<file path="src/verilog/sbt_defines.vh">
/*
 * Register map, field positions, reset values and timing counts for the
 * serial-link bit error tester control block.
 * Assumes inclusion by bare name from the design file.
 */
`ifndef SBT_DEFINES_VH
`define SBT_DEFINES_VH

// Register offsets (byte addresses, one aligned word each)
`define SBT_OFF_CTRL      8'h00
`define SBT_OFF_PATTERN   8'h04
`define SBT_OFF_CMD       8'h08
`define SBT_OFF_STATUS    8'h0C
`define SBT_OFF_BITCNT    8'h10
`define SBT_OFF_ERRCNT    8'h14
`define SBT_OFF_RATIO     8'h18
`define SBT_OFF_LINERATE  8'h1C
`define SBT_OFF_FREQ01    8'h20
`define SBT_OFF_FREQ23    8'h24
`define SBT_OFF_DCP_ADDR  8'h28
`define SBT_OFF_DCP_DATA  8'h2C
`define SBT_OFF_PORT_WR   8'h30
`define SBT_OFF_PORT_RD   8'h34

// CTRL fields
`define SBT_CTRL_LB_LSB   0
`define SBT_CTRL_LB_MSB   2
`define SBT_CTRL_TXINV    3
`define SBT_CTRL_RXINV    4
`define SBT_CTRL_RESET    32'h0000_0000

// Loopback codes
`define SBT_LB_NONE       3'h0
`define SBT_LB_NE_PCS     3'h1
`define SBT_LB_NE_PMA     3'h2
`define SBT_LB_FE_PMA     3'h3
`define SBT_LB_FE_PCS     3'h4

// Pattern codes and fields
`define SBT_PAT_PRBS7     3'h0
`define SBT_PAT_PRBS15    3'h1
`define SBT_PAT_PRBS23    3'h2
`define SBT_PAT_PRBS31    3'h3
`define SBT_PAT_CLK2X     3'h4
`define SBT_PAT_CLK10X    3'h5
`define SBT_PAT_TX_LSB    0
`define SBT_PAT_RX_LSB    4

// Command bits (write one to fire, self clearing)
`define SBT_CMD_PAIR_RST  0
`define SBT_CMD_CHAN_RST  1
`define SBT_CMD_ERR_INJ   2
`define SBT_CMD_TEST_RST  3
`define SBT_CMD_TXCM_RST  4
`define SBT_CMD_RXCM_RST  5

// Reset pulse length and frequency gate
`define SBT_RST_CYCLES    8'h10
`define SBT_CLK_MHZ       10
`define SBT_GATE_US       100
`define SBT_GATE_CYCLES   (`SBT_GATE_US * `SBT_CLK_MHZ)
`define SBT_FREQ_SHIFT    7

`endif

</file>
<file path="src/verilog/sbt_control.v">
/*
 * Control and status block of one serial transceiver channel bit error
 * tester: loopback, resets, polarity, error inject, pattern select,
 * counters with ratio, lock status, user clock meters and dynamic
 * configuration port access, all over an Avalon-MM slave.
 * Assumes i_clk at 10 MHz, synchronous active-low reset, and that the
 * transceiver reports checker results as one-cycle pulses on i_clk.
 * Reads wait one cycle; config port
 * accesses wait for the port's answer.
 */
// How it works
// Loopback register picks one of five modes
// Near PCS mode drives PCS-only return path
// Near PMA mode drives PCS-PMA-PCS return path
// Far PMA mode returns RX pins via PMA
// Far PCS mode returns via PMA and PCS
// Pair reset pulses both channels' resets
// Channel reset pulses this channel only
// TX invert flips transmitted serial polarity
// RX invert flips received serial polarity
// Inject command flips one bit once
// Independent TX and RX pattern select
// Count received bits, cleared by test reset
// Count bit errors, cleared by test reset
// Test reset clears both counters together
// Ratio equals errors over received bits
// Report link state and line rate
// Report transceiver PLL lock per channel
// Separate TX and RX clock manager resets
// Measure four user clocks in MHz
// Config port writes apply now, read back
// Writable ports driven at once, others read
// Counters saturate rather than wrap
// Host polls registers over a debug bus
`timescale 1ns/1ps
`include "sbt_defines.vh"

module sbt_control (
    input  wire        i_clk,
    input  wire        i_rst_b,
    // Avalon-MM slave
    input  wire [7:0]  i_avs_address,
    input  wire        i_avs_read,
    input  wire        i_avs_write,
    input  wire [31:0] i_avs_writedata,
    output reg  [31:0] o_avs_readdata,
    output wire        o_avs_waitrequest,
    // Transceiver controls
    output reg  [2:0]  o_loopback,
    output wire        o_lb_ne_pcs,
    output wire        o_lb_ne_pma,
    output wire        o_lb_fe_pma,
    output wire        o_lb_fe_pcs,
    output wire        o_pair_rst,
    output wire        o_chan_rst,
    output wire        o_tx_invert,
    output wire        o_rx_invert,
    output reg         o_err_inject,
    output reg  [2:0]  o_tx_pattern,
    output reg  [2:0]  o_rx_pattern,
    output wire        o_tx_cm_rst,
    output wire        o_rx_cm_rst,
    // Checker results, same clock domain
    input  wire        i_rx_word_valid,
    input  wire [5:0]  i_rx_word_bits,
    input  wire [5:0]  i_rx_word_errs,
    // Status pins from other domains
    input  wire        i_link_up,
    input  wire        i_pll_lock,
    input  wire        i_tx_user_clock,
    input  wire        i_tx_user_clock_fabric,
    input  wire        i_rx_user_clock,
    input  wire        i_rx_user_clock_fabric,
    // Dynamic configuration port
    output reg  [7:0]  o_dcp_addr,
    output reg  [15:0] o_dcp_wdata,
    output reg         o_dcp_we,
    output reg         o_dcp_en,
    input  wire [15:0] i_dcp_rdata,
    input  wire        i_dcp_ready,
    // General transceiver ports
    output reg  [15:0] o_port_ctrl,
    input  wire [15:0] i_port_status
);

    reg  [31:0] ctrl;
    reg  [7:0]  pair_cnt;
    reg  [7:0]  chan_cnt;
    reg  [7:0]  txcm_cnt;
    reg  [7:0]  rxcm_cnt;
    reg  [47:0] bit_cnt;
    reg  [31:0] err_cnt;
    reg  [31:0] ratio;
    reg  [47:0] div_rem;
    reg  [5:0]  div_step;
    reg         div_busy;
    reg  [31:0] ratio_q;
    reg  [15:0] dcp_data;
    reg         dcp_busy;
    reg         dcp_rd_pend;
    reg         rd_ack;
    reg  [2:0]  link_s;
    reg  [2:0]  pll_s;
    reg         link_st;
    reg         pll_st;
    reg  [11:0] gate_cnt;
    reg  [7:0]  clk_mhz [0:3];
    reg  [15:0] edge_cnt [0:3];
    reg  [2:0]  clk_s [0:3];
    reg  [31:0] next_rdata;
    integer     k;

    // Gate reload value; only the low
    // 12 bits reach the counter
    localparam [31:0] GATE_LAST = `SBT_GATE_CYCLES - 1;

    wire [3:0]  clk_in = {i_rx_user_clock_fabric, i_rx_user_clock,
                          i_tx_user_clock_fabric, i_tx_user_clock};
    wire        wr = i_avs_write;
    wire        rd = i_avs_read;
    wire        dcp_acc = (i_avs_address == `SBT_OFF_DCP_DATA) && (wr || rd);
    wire        gate_end = (gate_cnt == 12'd0);

    // Config port accesses stall until the
    // port has answered; every read stalls
    // one cycle so registered data stands
    // at the accepting edge
    assign o_avs_waitrequest = (rd && !rd_ack)
                               || (dcp_acc && !dcp_busy);

    // Loopback decode: at most one path active, none when code is NONE
    assign o_lb_ne_pcs = (o_loopback == `SBT_LB_NE_PCS);
    assign o_lb_ne_pma = (o_loopback == `SBT_LB_NE_PMA);
    assign o_lb_fe_pma = (o_loopback == `SBT_LB_FE_PMA);
    assign o_lb_fe_pcs = (o_loopback == `SBT_LB_FE_PCS);

    assign o_tx_invert = ctrl[`SBT_CTRL_TXINV];
    assign o_rx_invert = ctrl[`SBT_CTRL_RXINV];

    // Resets held for a fixed pulse so the transceiver sees a clean reset
    assign o_pair_rst  = (pair_cnt != 8'h00);
    assign o_chan_rst  = (chan_cnt != 8'h00) || o_pair_rst;
    assign o_tx_cm_rst = (txcm_cnt != 8'h00);
    assign o_rx_cm_rst = (rxcm_cnt != 8'h00);

    // Control register and pattern select
    always @(posedge i_clk) begin
        if (!i_rst_b) begin
            ctrl         <= `SBT_CTRL_RESET;
            o_loopback   <= `SBT_LB_NONE;
            o_tx_pattern <= `SBT_PAT_PRBS7;
            o_rx_pattern <= `SBT_PAT_PRBS7;
            o_port_ctrl  <= 16'h0000;
        end else if (wr) begin
            if (i_avs_address == `SBT_OFF_CTRL) begin
                ctrl <= i_avs_writedata;
                // Illegal codes fall back to no loopback
                if (i_avs_writedata[`SBT_CTRL_LB_MSB:`SBT_CTRL_LB_LSB] <= `SBT_LB_FE_PCS) begin
                    o_loopback <= i_avs_writedata[`SBT_CTRL_LB_MSB:`SBT_CTRL_LB_LSB];
                end else begin
                    o_loopback <= `SBT_LB_NONE;
                end
            end
            if (i_avs_address == `SBT_OFF_PATTERN) begin
                if (i_avs_writedata[`SBT_PAT_TX_LSB+2:`SBT_PAT_TX_LSB] <= `SBT_PAT_CLK10X)
                    o_tx_pattern <= i_avs_writedata[`SBT_PAT_TX_LSB+2:`SBT_PAT_TX_LSB];
                if (i_avs_writedata[`SBT_PAT_RX_LSB+2:`SBT_PAT_RX_LSB] <= `SBT_PAT_CLK10X)
                    o_rx_pattern <= i_avs_writedata[`SBT_PAT_RX_LSB+2:`SBT_PAT_RX_LSB];
            end
            if (i_avs_address == `SBT_OFF_PORT_WR)
                o_port_ctrl <= i_avs_writedata[15:0];
        end
    end

    // Command pulses and reset stretchers
    always @(posedge i_clk) begin
        if (!i_rst_b) begin
            pair_cnt     <= 8'h00;
            chan_cnt     <= 8'h00;
            txcm_cnt     <= 8'h00;
            rxcm_cnt     <= 8'h00;
            o_err_inject <= 1'b0;
        end else begin
            o_err_inject <= wr && (i_avs_address == `SBT_OFF_CMD)
                            && i_avs_writedata[`SBT_CMD_ERR_INJ];
            if (wr && (i_avs_address == `SBT_OFF_CMD) && i_avs_writedata[`SBT_CMD_PAIR_RST])
                pair_cnt <= `SBT_RST_CYCLES;
            else if (pair_cnt != 8'h00)
                pair_cnt <= pair_cnt - 8'h01;
            if (wr && (i_avs_address == `SBT_OFF_CMD) && i_avs_writedata[`SBT_CMD_CHAN_RST])
                chan_cnt <= `SBT_RST_CYCLES;
            else if (chan_cnt != 8'h00)
                chan_cnt <= chan_cnt - 8'h01;
            if (wr && (i_avs_address == `SBT_OFF_CMD) && i_avs_writedata[`SBT_CMD_TXCM_RST])
                txcm_cnt <= `SBT_RST_CYCLES;
            else if (txcm_cnt != 8'h00)
                txcm_cnt <= txcm_cnt - 8'h01;
            if (wr && (i_avs_address == `SBT_OFF_CMD) && i_avs_writedata[`SBT_CMD_RXCM_RST])
                rxcm_cnt <= `SBT_RST_CYCLES;
            else if (rxcm_cnt != 8'h00)
                rxcm_cnt <= rxcm_cnt - 8'h01;
        end
    end

    // Bit and error counters; test reset wins, otherwise saturating add
    // A word arriving with a clear is dropped
    always @(posedge i_clk) begin
        if (!i_rst_b) begin
            bit_cnt <= 48'h0000_0000_0000;
            err_cnt <= 32'h0000_0000;
        end else if ((wr && (i_avs_address == `SBT_OFF_CMD)
                      && i_avs_writedata[`SBT_CMD_TEST_RST]) || o_chan_rst) begin
            bit_cnt <= 48'h0000_0000_0000;
            err_cnt <= 32'h0000_0000;
        end else if (i_rx_word_valid) begin
            if (bit_cnt > 48'hFFFF_FFFF_FFFF - {42'h0, i_rx_word_bits})
                bit_cnt <= 48'hFFFF_FFFF_FFFF;
            else
                bit_cnt <= bit_cnt + {42'h0, i_rx_word_bits};
            if (err_cnt > 32'hFFFF_FFFF - {26'h0, i_rx_word_errs})
                err_cnt <= 32'hFFFF_FFFF;
            else
                err_cnt <= err_cnt + {26'h0, i_rx_word_errs};
        end
    end

    // Serial divider: ratio = err/bits as a 32-bit binary fraction.
    // Restarts when idle, so the value lags the counters by 33 cycles.
    always @(posedge i_clk) begin
        if (!i_rst_b) begin
            div_rem  <= 48'h0000_0000_0000;
            div_step <= 6'h00;
            div_busy <= 1'b0;
            ratio_q  <= 32'h0000_0000;
            ratio    <= 32'h0000_0000;
        end else if (!div_busy) begin
            div_rem  <= {16'h0000, err_cnt};
            div_step <= 6'h00;
            div_busy <= 1'b1;
            ratio_q  <= 32'h0000_0000;
        end else if (div_step == 6'h20) begin
            div_busy <= 1'b0;
            ratio    <= (bit_cnt == 48'h0000_0000_0000) ? 32'h0000_0000 : ratio_q;
        end else begin
            div_step <= div_step + 6'h01;
            if ({div_rem[46:0], 1'b0} >= bit_cnt) begin
                div_rem <= {div_rem[46:0], 1'b0} - bit_cnt;
                ratio_q <= {ratio_q[30:0], 1'b1};
            end else begin
                div_rem <= {div_rem[46:0], 1'b0};
                ratio_q <= {ratio_q[30:0], 1'b0};
            end
        end
    end

    // Status pins: three flops, change taken when second and third agree
    // Levels only; short pulses may be missed
    always @(posedge i_clk) begin
        if (!i_rst_b) begin
            link_s  <= 3'h0;
            pll_s   <= 3'h0;
            link_st <= 1'b0;
            pll_st  <= 1'b0;
        end else begin
            link_s <= {link_s[1:0], i_link_up};
            pll_s  <= {pll_s[1:0], i_pll_lock};
            if (link_s[1] == link_s[2])
                link_st <= link_s[2];
            if (pll_s[1] == pll_s[2])
                pll_st <= pll_s[2];
        end
    end

    // Clock meters: sampled user clocks counted over a fixed gate.
    // Sampling at 10 MHz only resolves clocks below 5 MHz; faster ones
    // alias, so fast clocks must be divided down before this input.
    always @(posedge i_clk) begin
        if (!i_rst_b) begin
            gate_cnt <= GATE_LAST[11:0];
            for (k = 0; k < 4; k = k + 1) begin
                clk_s[k]    <= 3'h0;
                edge_cnt[k] <= 16'h0000;
                clk_mhz[k]  <= 8'h00;
            end
        end else begin
            gate_cnt <= gate_end ? GATE_LAST[11:0] : (gate_cnt - 12'd1);
            for (k = 0; k < 4; k = k + 1) begin
                clk_s[k] <= {clk_s[k][1:0], clk_in[k]};
                if (gate_end) begin
                    // Edges per 100 us times 3/256 (about a divide by 85) gives MHz
                    clk_mhz[k]  <= edge_cnt[k][14:7] + edge_cnt[k][15:8];
                    edge_cnt[k] <= 16'h0000;
                end else if (clk_s[k][1] && !clk_s[k][2]) begin
                    edge_cnt[k] <= edge_cnt[k] + 16'h0001;
                end
            end
        end
    end

    // Config port master: one access per bus request, enable pulsed one cycle, then wait for ready
    always @(posedge i_clk) begin
        if (!i_rst_b) begin
            o_dcp_addr  <= 8'h00;
            o_dcp_wdata <= 16'h0000;
            o_dcp_we    <= 1'b0;
            o_dcp_en    <= 1'b0;
            dcp_busy    <= 1'b0;
            dcp_rd_pend <= 1'b0;
            dcp_data    <= 16'h0000;
        end else begin
            o_dcp_en <= 1'b0;
            o_dcp_we <= 1'b0;
            if (wr && (i_avs_address == `SBT_OFF_DCP_ADDR))
                o_dcp_addr <= i_avs_writedata[7:0];
            if (dcp_acc && !dcp_busy && !dcp_rd_pend) begin
                o_dcp_en    <= 1'b1;
                o_dcp_we    <= wr;
                o_dcp_wdata <= i_avs_writedata[15:0];
                dcp_rd_pend <= 1'b1;
            end else if (dcp_rd_pend && i_dcp_ready) begin
                dcp_data    <= i_dcp_rdata;
                dcp_busy    <= 1'b1;
                dcp_rd_pend <= 1'b0;
            end else if (dcp_busy && !o_avs_waitrequest) begin
                // Kept until the bus takes it
                dcp_busy <= 1'b0;
            end
        end
    end

    // Read mux; unmapped addresses read zero
    always @* begin
        next_rdata = 32'h0000_0000;
        case (i_avs_address)
            `SBT_OFF_CTRL:     next_rdata = {27'h0, ctrl[4:3], o_loopback};
            `SBT_OFF_PATTERN:  next_rdata = {25'h0, o_rx_pattern, 1'b0, o_tx_pattern};
            `SBT_OFF_STATUS:   next_rdata = {28'h0, o_chan_rst, o_pair_rst, pll_st, link_st};
            `SBT_OFF_BITCNT:   next_rdata = bit_cnt[47:16];
            `SBT_OFF_ERRCNT:   next_rdata = err_cnt;
            `SBT_OFF_RATIO:    next_rdata = ratio;
            `SBT_OFF_LINERATE: next_rdata = link_st ? {24'h0, clk_mhz[2]} : 32'h0;
            `SBT_OFF_FREQ01:   next_rdata = {16'h0, clk_mhz[1], clk_mhz[0]};
            `SBT_OFF_FREQ23:   next_rdata = {16'h0, clk_mhz[3], clk_mhz[2]};
            `SBT_OFF_DCP_ADDR: next_rdata = {24'h0, o_dcp_addr};
            `SBT_OFF_DCP_DATA: next_rdata = {16'h0, dcp_data};
            `SBT_OFF_PORT_WR:  next_rdata = {16'h0, o_port_ctrl};
            `SBT_OFF_PORT_RD:  next_rdata = {16'h0, i_port_status};
            default:           next_rdata = 32'h0000_0000;
        endcase
    end

    // Read data registered each cycle; it stands at the accepting edge
    // since the address is held from the edge before
    always @(posedge i_clk) begin
        if (!i_rst_b)
            o_avs_readdata <= 32'h0000_0000;
        else
            o_avs_readdata <= next_rdata;
    end

    // Read acknowledge, one cycle after the
    // address or after the port answer is
    // latched; a plain read gets one wait
    always @(posedge i_clk) begin
        if (!i_rst_b)
            rd_ack <= 1'b0;
        else
            rd_ack <= rd && !rd_ack && (!dcp_acc || dcp_busy);
    end

endmodule

</file>
<file path="config.mk">
export PLATFORM = sky130hd
export DESIGN_NAME = sbt_control
export DESIGN_NICKNAME = d
export VERILOG_FILES = /design/src/verilog/sbt_control.v
export VERILOG_INCLUDE_DIRS = /design/src /design/src/verilog
export SDC_FILE = /design/constraint.sdc
export NUM_CORES = 1
export LEC_CHECK = 0
export BUFFER_PORTS_ARGS = -buffer_cell sky130_fd_sc_hd__buf_2
export CAP_MARGIN = 20
export CELL_PAD_IN_SITES_DETAIL_PLACEMENT = 0
export CELL_PAD_IN_SITES_GLOBAL_PLACEMENT = 1
export CORE_MARGIN = 2
export CORE_UTILIZATION = 24
export DETAILED_ROUTE_END_ITERATION = 8
export PLACE_DENSITY_LB_ADDON = 0.1
export SYNTH_ARGS = -nofsm -noshare
export SYNTH_HDL_FRONTEND = slang
export SYNTH_SLANG_ARGS = --single-unit
</file>
<file path="constraint.sdc">
create_clock -name i_clk -period 3.9 [get_ports i_clk]
set_input_delay 0.585 -clock i_clk [delete_from_list [all_inputs] [get_ports i_clk]]
set_output_delay 0.585 -clock i_clk [all_outputs]
set_load 0.05 [all_outputs]
</file>
* Yosys cells after proc, flatten, opt, wreduce, memory -nomap -nowiden
Memory sizes are Yosys's and may differ from the RTL's.
Index checks and enable logic that the tools add are counted.
Widths: inputs -> output; s select.
** Word-level totals
- Flip-flop bits (word level) :: 358
- Bits in writable memories :: 108
- Input port bits :: 96
- Output and inout port bits :: 95
- Word-level logic and storage cells :: 226
- Memories kept :: 3
** Operators by class
- Add/subtract/negate cells :: 19
- $lt $le $gt $ge :: 6
- Equality and inequality tests :: 21
- Muxes and demuxes :: 62
- Bitwise gates (word level) :: 18
- Reductions and logical operators :: 61
** Memories
- edge_cnt :: words 4, bits a word 16, read ports 4, clocked after memory_dff 0, write ports 4, line sbt_control.v:108 : reg [15:0] edge_cnt [0:3];
- clk_mhz :: words 4, bits a word 8, read ports 4, clocked after memory_dff 0, write ports 4, line sbt_control.v:107 : reg [7:0] clk_mhz [0:3];
- clk_s :: words 4, bits a word 3, read ports 4, clocked after memory_dff 0, write ports 4, line sbt_control.v:109 : reg [2:0] clk_s [0:3];
** Operator list (number)
- $pmux 32 s13 :: 1
- $mux 16 :: 8
- $mux 32 :: 4
- $add 16x1->16 const B :: 4
- $add 48x6->48 :: 1
- $eq 8x6->1 const B :: 6
- $ge 48x48->1 :: 1
- $gt 48x48->1 :: 1
- $logic_not 48->1 :: 1
- $mux 48 :: 1
- $mux 47 :: 1
- $sub 47x47->47 :: 1
- $mux 5 :: 8
- $mux 8 :: 5
- $add 32x6->32 :: 1
- $add 8x8->8 :: 4
- $eq 8x5->1 const B :: 4
- $gt 32x32->1 :: 1
- $reduce_bool 8->1 :: 4
- $sub 8x1->8 const B :: 4
- $mux 1 :: 29
- $logic_and 1x1->1 :: 19
- $eq 8x4->1 const B :: 2
- $or 1x1->1 :: 16
- other kinds (21) :: 60

* Depth between registers and ports, before layout
- Depth in word-level cells :: 8
- Mapped depth :: 16
- Gate-level depth less buffers :: 13

* Worst setup path before layout
Ideal clock, no wire load.
- Kind :: reg2reg
- From :: register bit_cnt[13]
- To :: register div_rem[2]
- Library setup time :: 0.130 ns
- Arrival :: 2.943 ns
- Slack :: 0.827 ns
- Cell stages (with the launch flop) :: 15
- Cell sequence :: dfxtp_1 -> inv_1 -> ha_1 -> clkbuf_1 -> a21o_1 -> and3_1 -> a211oi_1 -> nor3_1 -> o31a_1 -> o21ai_1 -> clkbuf_1 -> mux2i_1 -> nor2_1 -> a21oi_1 -> a21oi_1
** On the way
- Longest elaborated chain between the ends :: 4
** RTL lines
- start, declared :: line sbt_control.v:91 : reg [47:0] bit_cnt;
- start signal, assigned :: line sbt_control.v:219 : bit_cnt <= bit_cnt + {42'h0, i_rx_word_bits};
- $ge 48x48->1 :: line sbt_control.v:246 : if ({div_rem[46:0], 1'b0} >= bit_cnt) begin
- $mux 47 :: line sbt_control.v:246
- $mux 32 :: line sbt_control.v:241 : end else if (div_step == 6'h20) begin
- $mux 32 :: line sbt_control.v:236 : end else if (!div_busy) begin
- end signal, assigned :: line sbt_control.v:237 : div_rem <= {16'h0000, err_cnt};
- end signal, assigned :: line sbt_control.v:247 : div_rem <= {div_rem[46:0], 1'b0} - bit_cnt;
- end signal, assigned :: line sbt_control.v:250 : div_rem <= {div_rem[46:0], 1'b0};
- end, declared :: line sbt_control.v:94 : reg [47:0] div_rem;
Every way passes these cells. The select of a mux whose other input is x is not followed.
A chain may end at the register's enable or synchronous reset.

* Final worst setup path
- From :: register bit_cnt[19]
- To :: register div_rem[8]
Same word-level chain as after synthesis.

==> metrics.txt <==
met2 Use GR=between 20% and 30%; vias per inst=slightly below 5; antenna viol nets, final=0; Synthesis Warnings=0; CP Cell Sequence=inv_2, ha_1, a21oi_1, o2111ai_1, a211oi_1, nor3_1, o31a_1, o21ai_4, buf_12, buf_4, nor2_1, a211oi_1, o21ai_1; Reg-to-Reg Start=bit_cnt[19]; vias=20000; EDFF count, synth=96; most common cell after layout, fill and taps aside=dfxtp_1; Worst Tran Pin Value=just over 1 ns; unrepaired setup endpoints after global routing=no; starting density of the core=24.3%; DP HPWL=64.8 mm; Hold Crit Class=input pin to flop; mux cell area share after synthesis=less than 1%; layout net count=between 3000 and 4000; Placer Congestion=around 0.83; grt total ovfl=0; crit share post-route=89.8%; complex-gate fraction of the synthesized area=around a fifth; Leakage=0.0106 uW; Root Driver=clkbuf_16; later-pin clock latency in the skew report=0.63 ns; Post-Synthesis Net Count=~2800; placement row count=~110; worst hold path startpoint=i_rx_user_clock; Final Skew=approximately 0.023 ns; Area Growth Syn to Fin=19.6%; CTS Buf Count=57; Slew headroom=between 30% and 40%; DRC viols=0; Post-Layout Cell Count=a little over 4000; Cell variety after synth=73; ys async rst share=0%; H-tree depth=2; IO Port Bufs=between 150 and 200; max incr delay on CP=roughly 0.43 ns; post-layout min period=about 3.5 ns; Post-Synth Adder-Cell Area=5.98%; most frequent CP cell=a211oi_1; largest net degree at the start of global routing=81; synthesized area=23500 um^2; Die Y=around 320 um; die area=about 100000 um^2; Placed Cells=4025; CTS sink cnt=between 400 and 500; share of cells above drive strength 1=13.6%; Seq/Total Area, Yosys=about 44%; number of synthesized register bits=about 460; Die Width=317 um; hold path cells=2; drt total wl=85.5 mm; CTS tree=done; worst hold endpoint=clk_s[2][0]; Max IR drop VDD=roughly 0.0012 V; largest family of logic cells by synthesized area=compound AO/OA/AOI/OAI gates; crit start category=flop; Slew Viols, Final=0; Final Hold Vio Count=0; Iter 0 DRT Violations=around 1300; flop2flop setup slack=approximately 0.4 ns; WP data arrival=about 4 ns; Worst Path Max Fanout=39; busiest grt layer=met2; f_max=roughly 0.29 GHz; xor/xnor share of the synthesized area=between 8 and 9%; Setup-failing EPs final=0; Longest Clk Path Bufs=3; met3 usage=around 2.6%; slowest CP cell=dfxtp_1; synthesized area per cell=between 8 and 9 um^2; Top FF cell, synth=dfxtp_1; max_cap viols=0; Total GRT Usage=between 10% and 20%; drt pass-1 iters=5; CP Class=flop to flop; CORE AREA=around 97000 um^2; critical path endpoint category=flop; most frequent cells in the layout=367 x dfxtp_1, 279 x nand2_1, 244 x nor2_1, 222 x a21oi_1, 173 x buf_2; IO Pins=between 150 and 200; Post-CTS Hold Buffers=0; first-pass GRT wire length=129 mm; worst reg2reg path depth=13; Worst EP required=around 4.4 ns; GRT met1 Usage=between 20% and 30%; Worst R2R End=div_rem[8]; cell count after synthesis=roughly 2600; initial antenna violation count=4; average wire per standard cell=between 20 and 25 um; Reg clk slew, reported paths=0.06 ns; Setup TNS=0 ns; synthesized-area fraction occupied by and/or/nand/nor cells=between 10% and 20%; vias in the first global route=roughly 20000; status=finished, final reports clean; Power Dens Cells=about 770 nW/um^2
[worst max path at each step]
stage,from,end,cells past startpoint
after floorplan,bit_cnt[13],div_rem[2],14
after global placement,bit_cnt[16],div_rem[46],12
after detailed placement,bit_cnt[16],div_rem[46],12
after CTS,bit_cnt[16],div_rem[46],12
after global routing,bit_cnt[16],div_rem[46],12
final,bit_cnt[19],div_rem[8],13
[state kept, by name, summed over array words and instances, names as in the netlist, 16 cells and up]
| signal | flops |
|---|---|
| edge_cnt | 64 |
| ratio_q | 32 |
| clk_mhz | 32 |
| o_avs_readdata | 32 |
| o_dcp_wdata | 16 |
| o_port_ctrl | 16 |
| div_rem | 47 |
| ratio | 32 |
| bit_cnt | 48 |
| dcp_data | 16 |
| err_cnt | 32 |
[per-layer routing]
layer	part of all wire (%)	vias to the layer above
li1	-	9775
met1	49	9683
met2	45	396
met3	3.9	99
met4	2.6	0
met5	0	-
[cell type report]
cell class | count | area [um^2]
antenna | 3 | 7.51
clock buffer | 79 | 1690
clock inverter | 28 | 322
fill | 10200 | 68800
inverter | 119 | 447
multi-input combinational | 1918 | 12300
sequential | 463 | 10200
tap | 1276 | 1600
timing repair buffer | 249 | 1470
[where the power goes]
group	leakage [uW]	total [uW]	switching (uW)	internal, uW
logic	0.00573	10100	5910	4240
registers	0.00394	5690	359	5330
clock network	0.000970	5690	2260	3430
total	0.0106	21500	8530	13000
[kinds of logic after synthesis]
| logic type | count (synthesis) |
|---|---|
| AOI/OAI and AO/OA | 699 |
| xor gates and xnor gates | 221 |
| adders and majority gates | 108 |
| buffers and inverters | 256 |
| DFF | 463 |
| muxes | 21 |
| and+or+nand+nor | 869 |
[worst max-delay path: cells and delay by family, from the launching register on]
kind | cells | cell delay [ns]
simple gates | 2 | 0.23
buf+inv | 3 | 0.55
compound gates | 7 | 1.72
fa+ha+maj | 1 | 0.40
flops | 1 | 0.43
[stage by stage]
step	util (%)	instance area [um^2]	worst slack [ns]	power, uW	hold slack (ns)
floorplan	-	23500	0.827	12900	0.407
global placement	26.9	26100	0.340	16000	0.424
detailed placement	26.9	26100	0.321	15900	0.422
CTS	29.0	28100	0.294	21800	0.122
global route	29.0	28100	0.0181	23200	0.140
finish	29.0	28100	0.397	21500	0.174
[repair_timing]
action,4_1_cts,5_1_grt
gates resized for setup,0,2
setup buffers,0,0
endpoints found under the setup margin,0,1
[cell usage after synthesis (11+ instances only)]
| cell type | number | area share (%) |
|---|---|---|
| a22o_1 | 55 | 2.1 |
| clkbuf_1 | 122 | 1.9 |
| nand3b_1 | 14 | 0.45 |
| nand2b_1 | 11 | 0.29 |
| o21ai_1 | 16 | 0.34 |
| a222oi_1 | 27 | 1.2 |
| o21a_1 | 12 | 0.38 |
| and3_1 | 41 | 1.1 |
| nand4_1 | 32 | 0.85 |
| and2_1 | 27 | 0.72 |
| a22oi_1 | 64 | 2.0 |
| inv_1 | 111 | 1.8 |
| nor3_1 | 31 | 0.66 |
| xor2_1 | 77 | 2.9 |
| a31oi_1 | 16 | 0.43 |
| nor4_1 | 24 | 0.64 |
| or3_1 | 12 | 0.32 |
| a21o_1 | 38 | 1.2 |
| a21boi_0 | 35 | 1.1 |
| nand3_1 | 70 | 1.5 |
| nand2_1 | 279 | 4.5 |
| nor2_1 | 251 | 4.0 |
| a21boi_1 | 11 | 0.35 |
| a211oi_1 | 17 | 0.54 |
| dfxtp_1 | 367 | 31 |
| mux2i_1 | 21 | 0.89 |
| o21ai_0 | 98 | 2.1 |
| edfxtp_1 | 96 | 12 |
| nor2b_1 | 33 | 0.88 |
| ha_1 | 101 | 5.4 |
| o21bai_1 | 18 | 0.58 |
| xnor2_1 | 144 | 5.4 |
| a21oi_1 | 222 | 4.7 |
No activity file was read; power rests on OpenSTA's default activity.
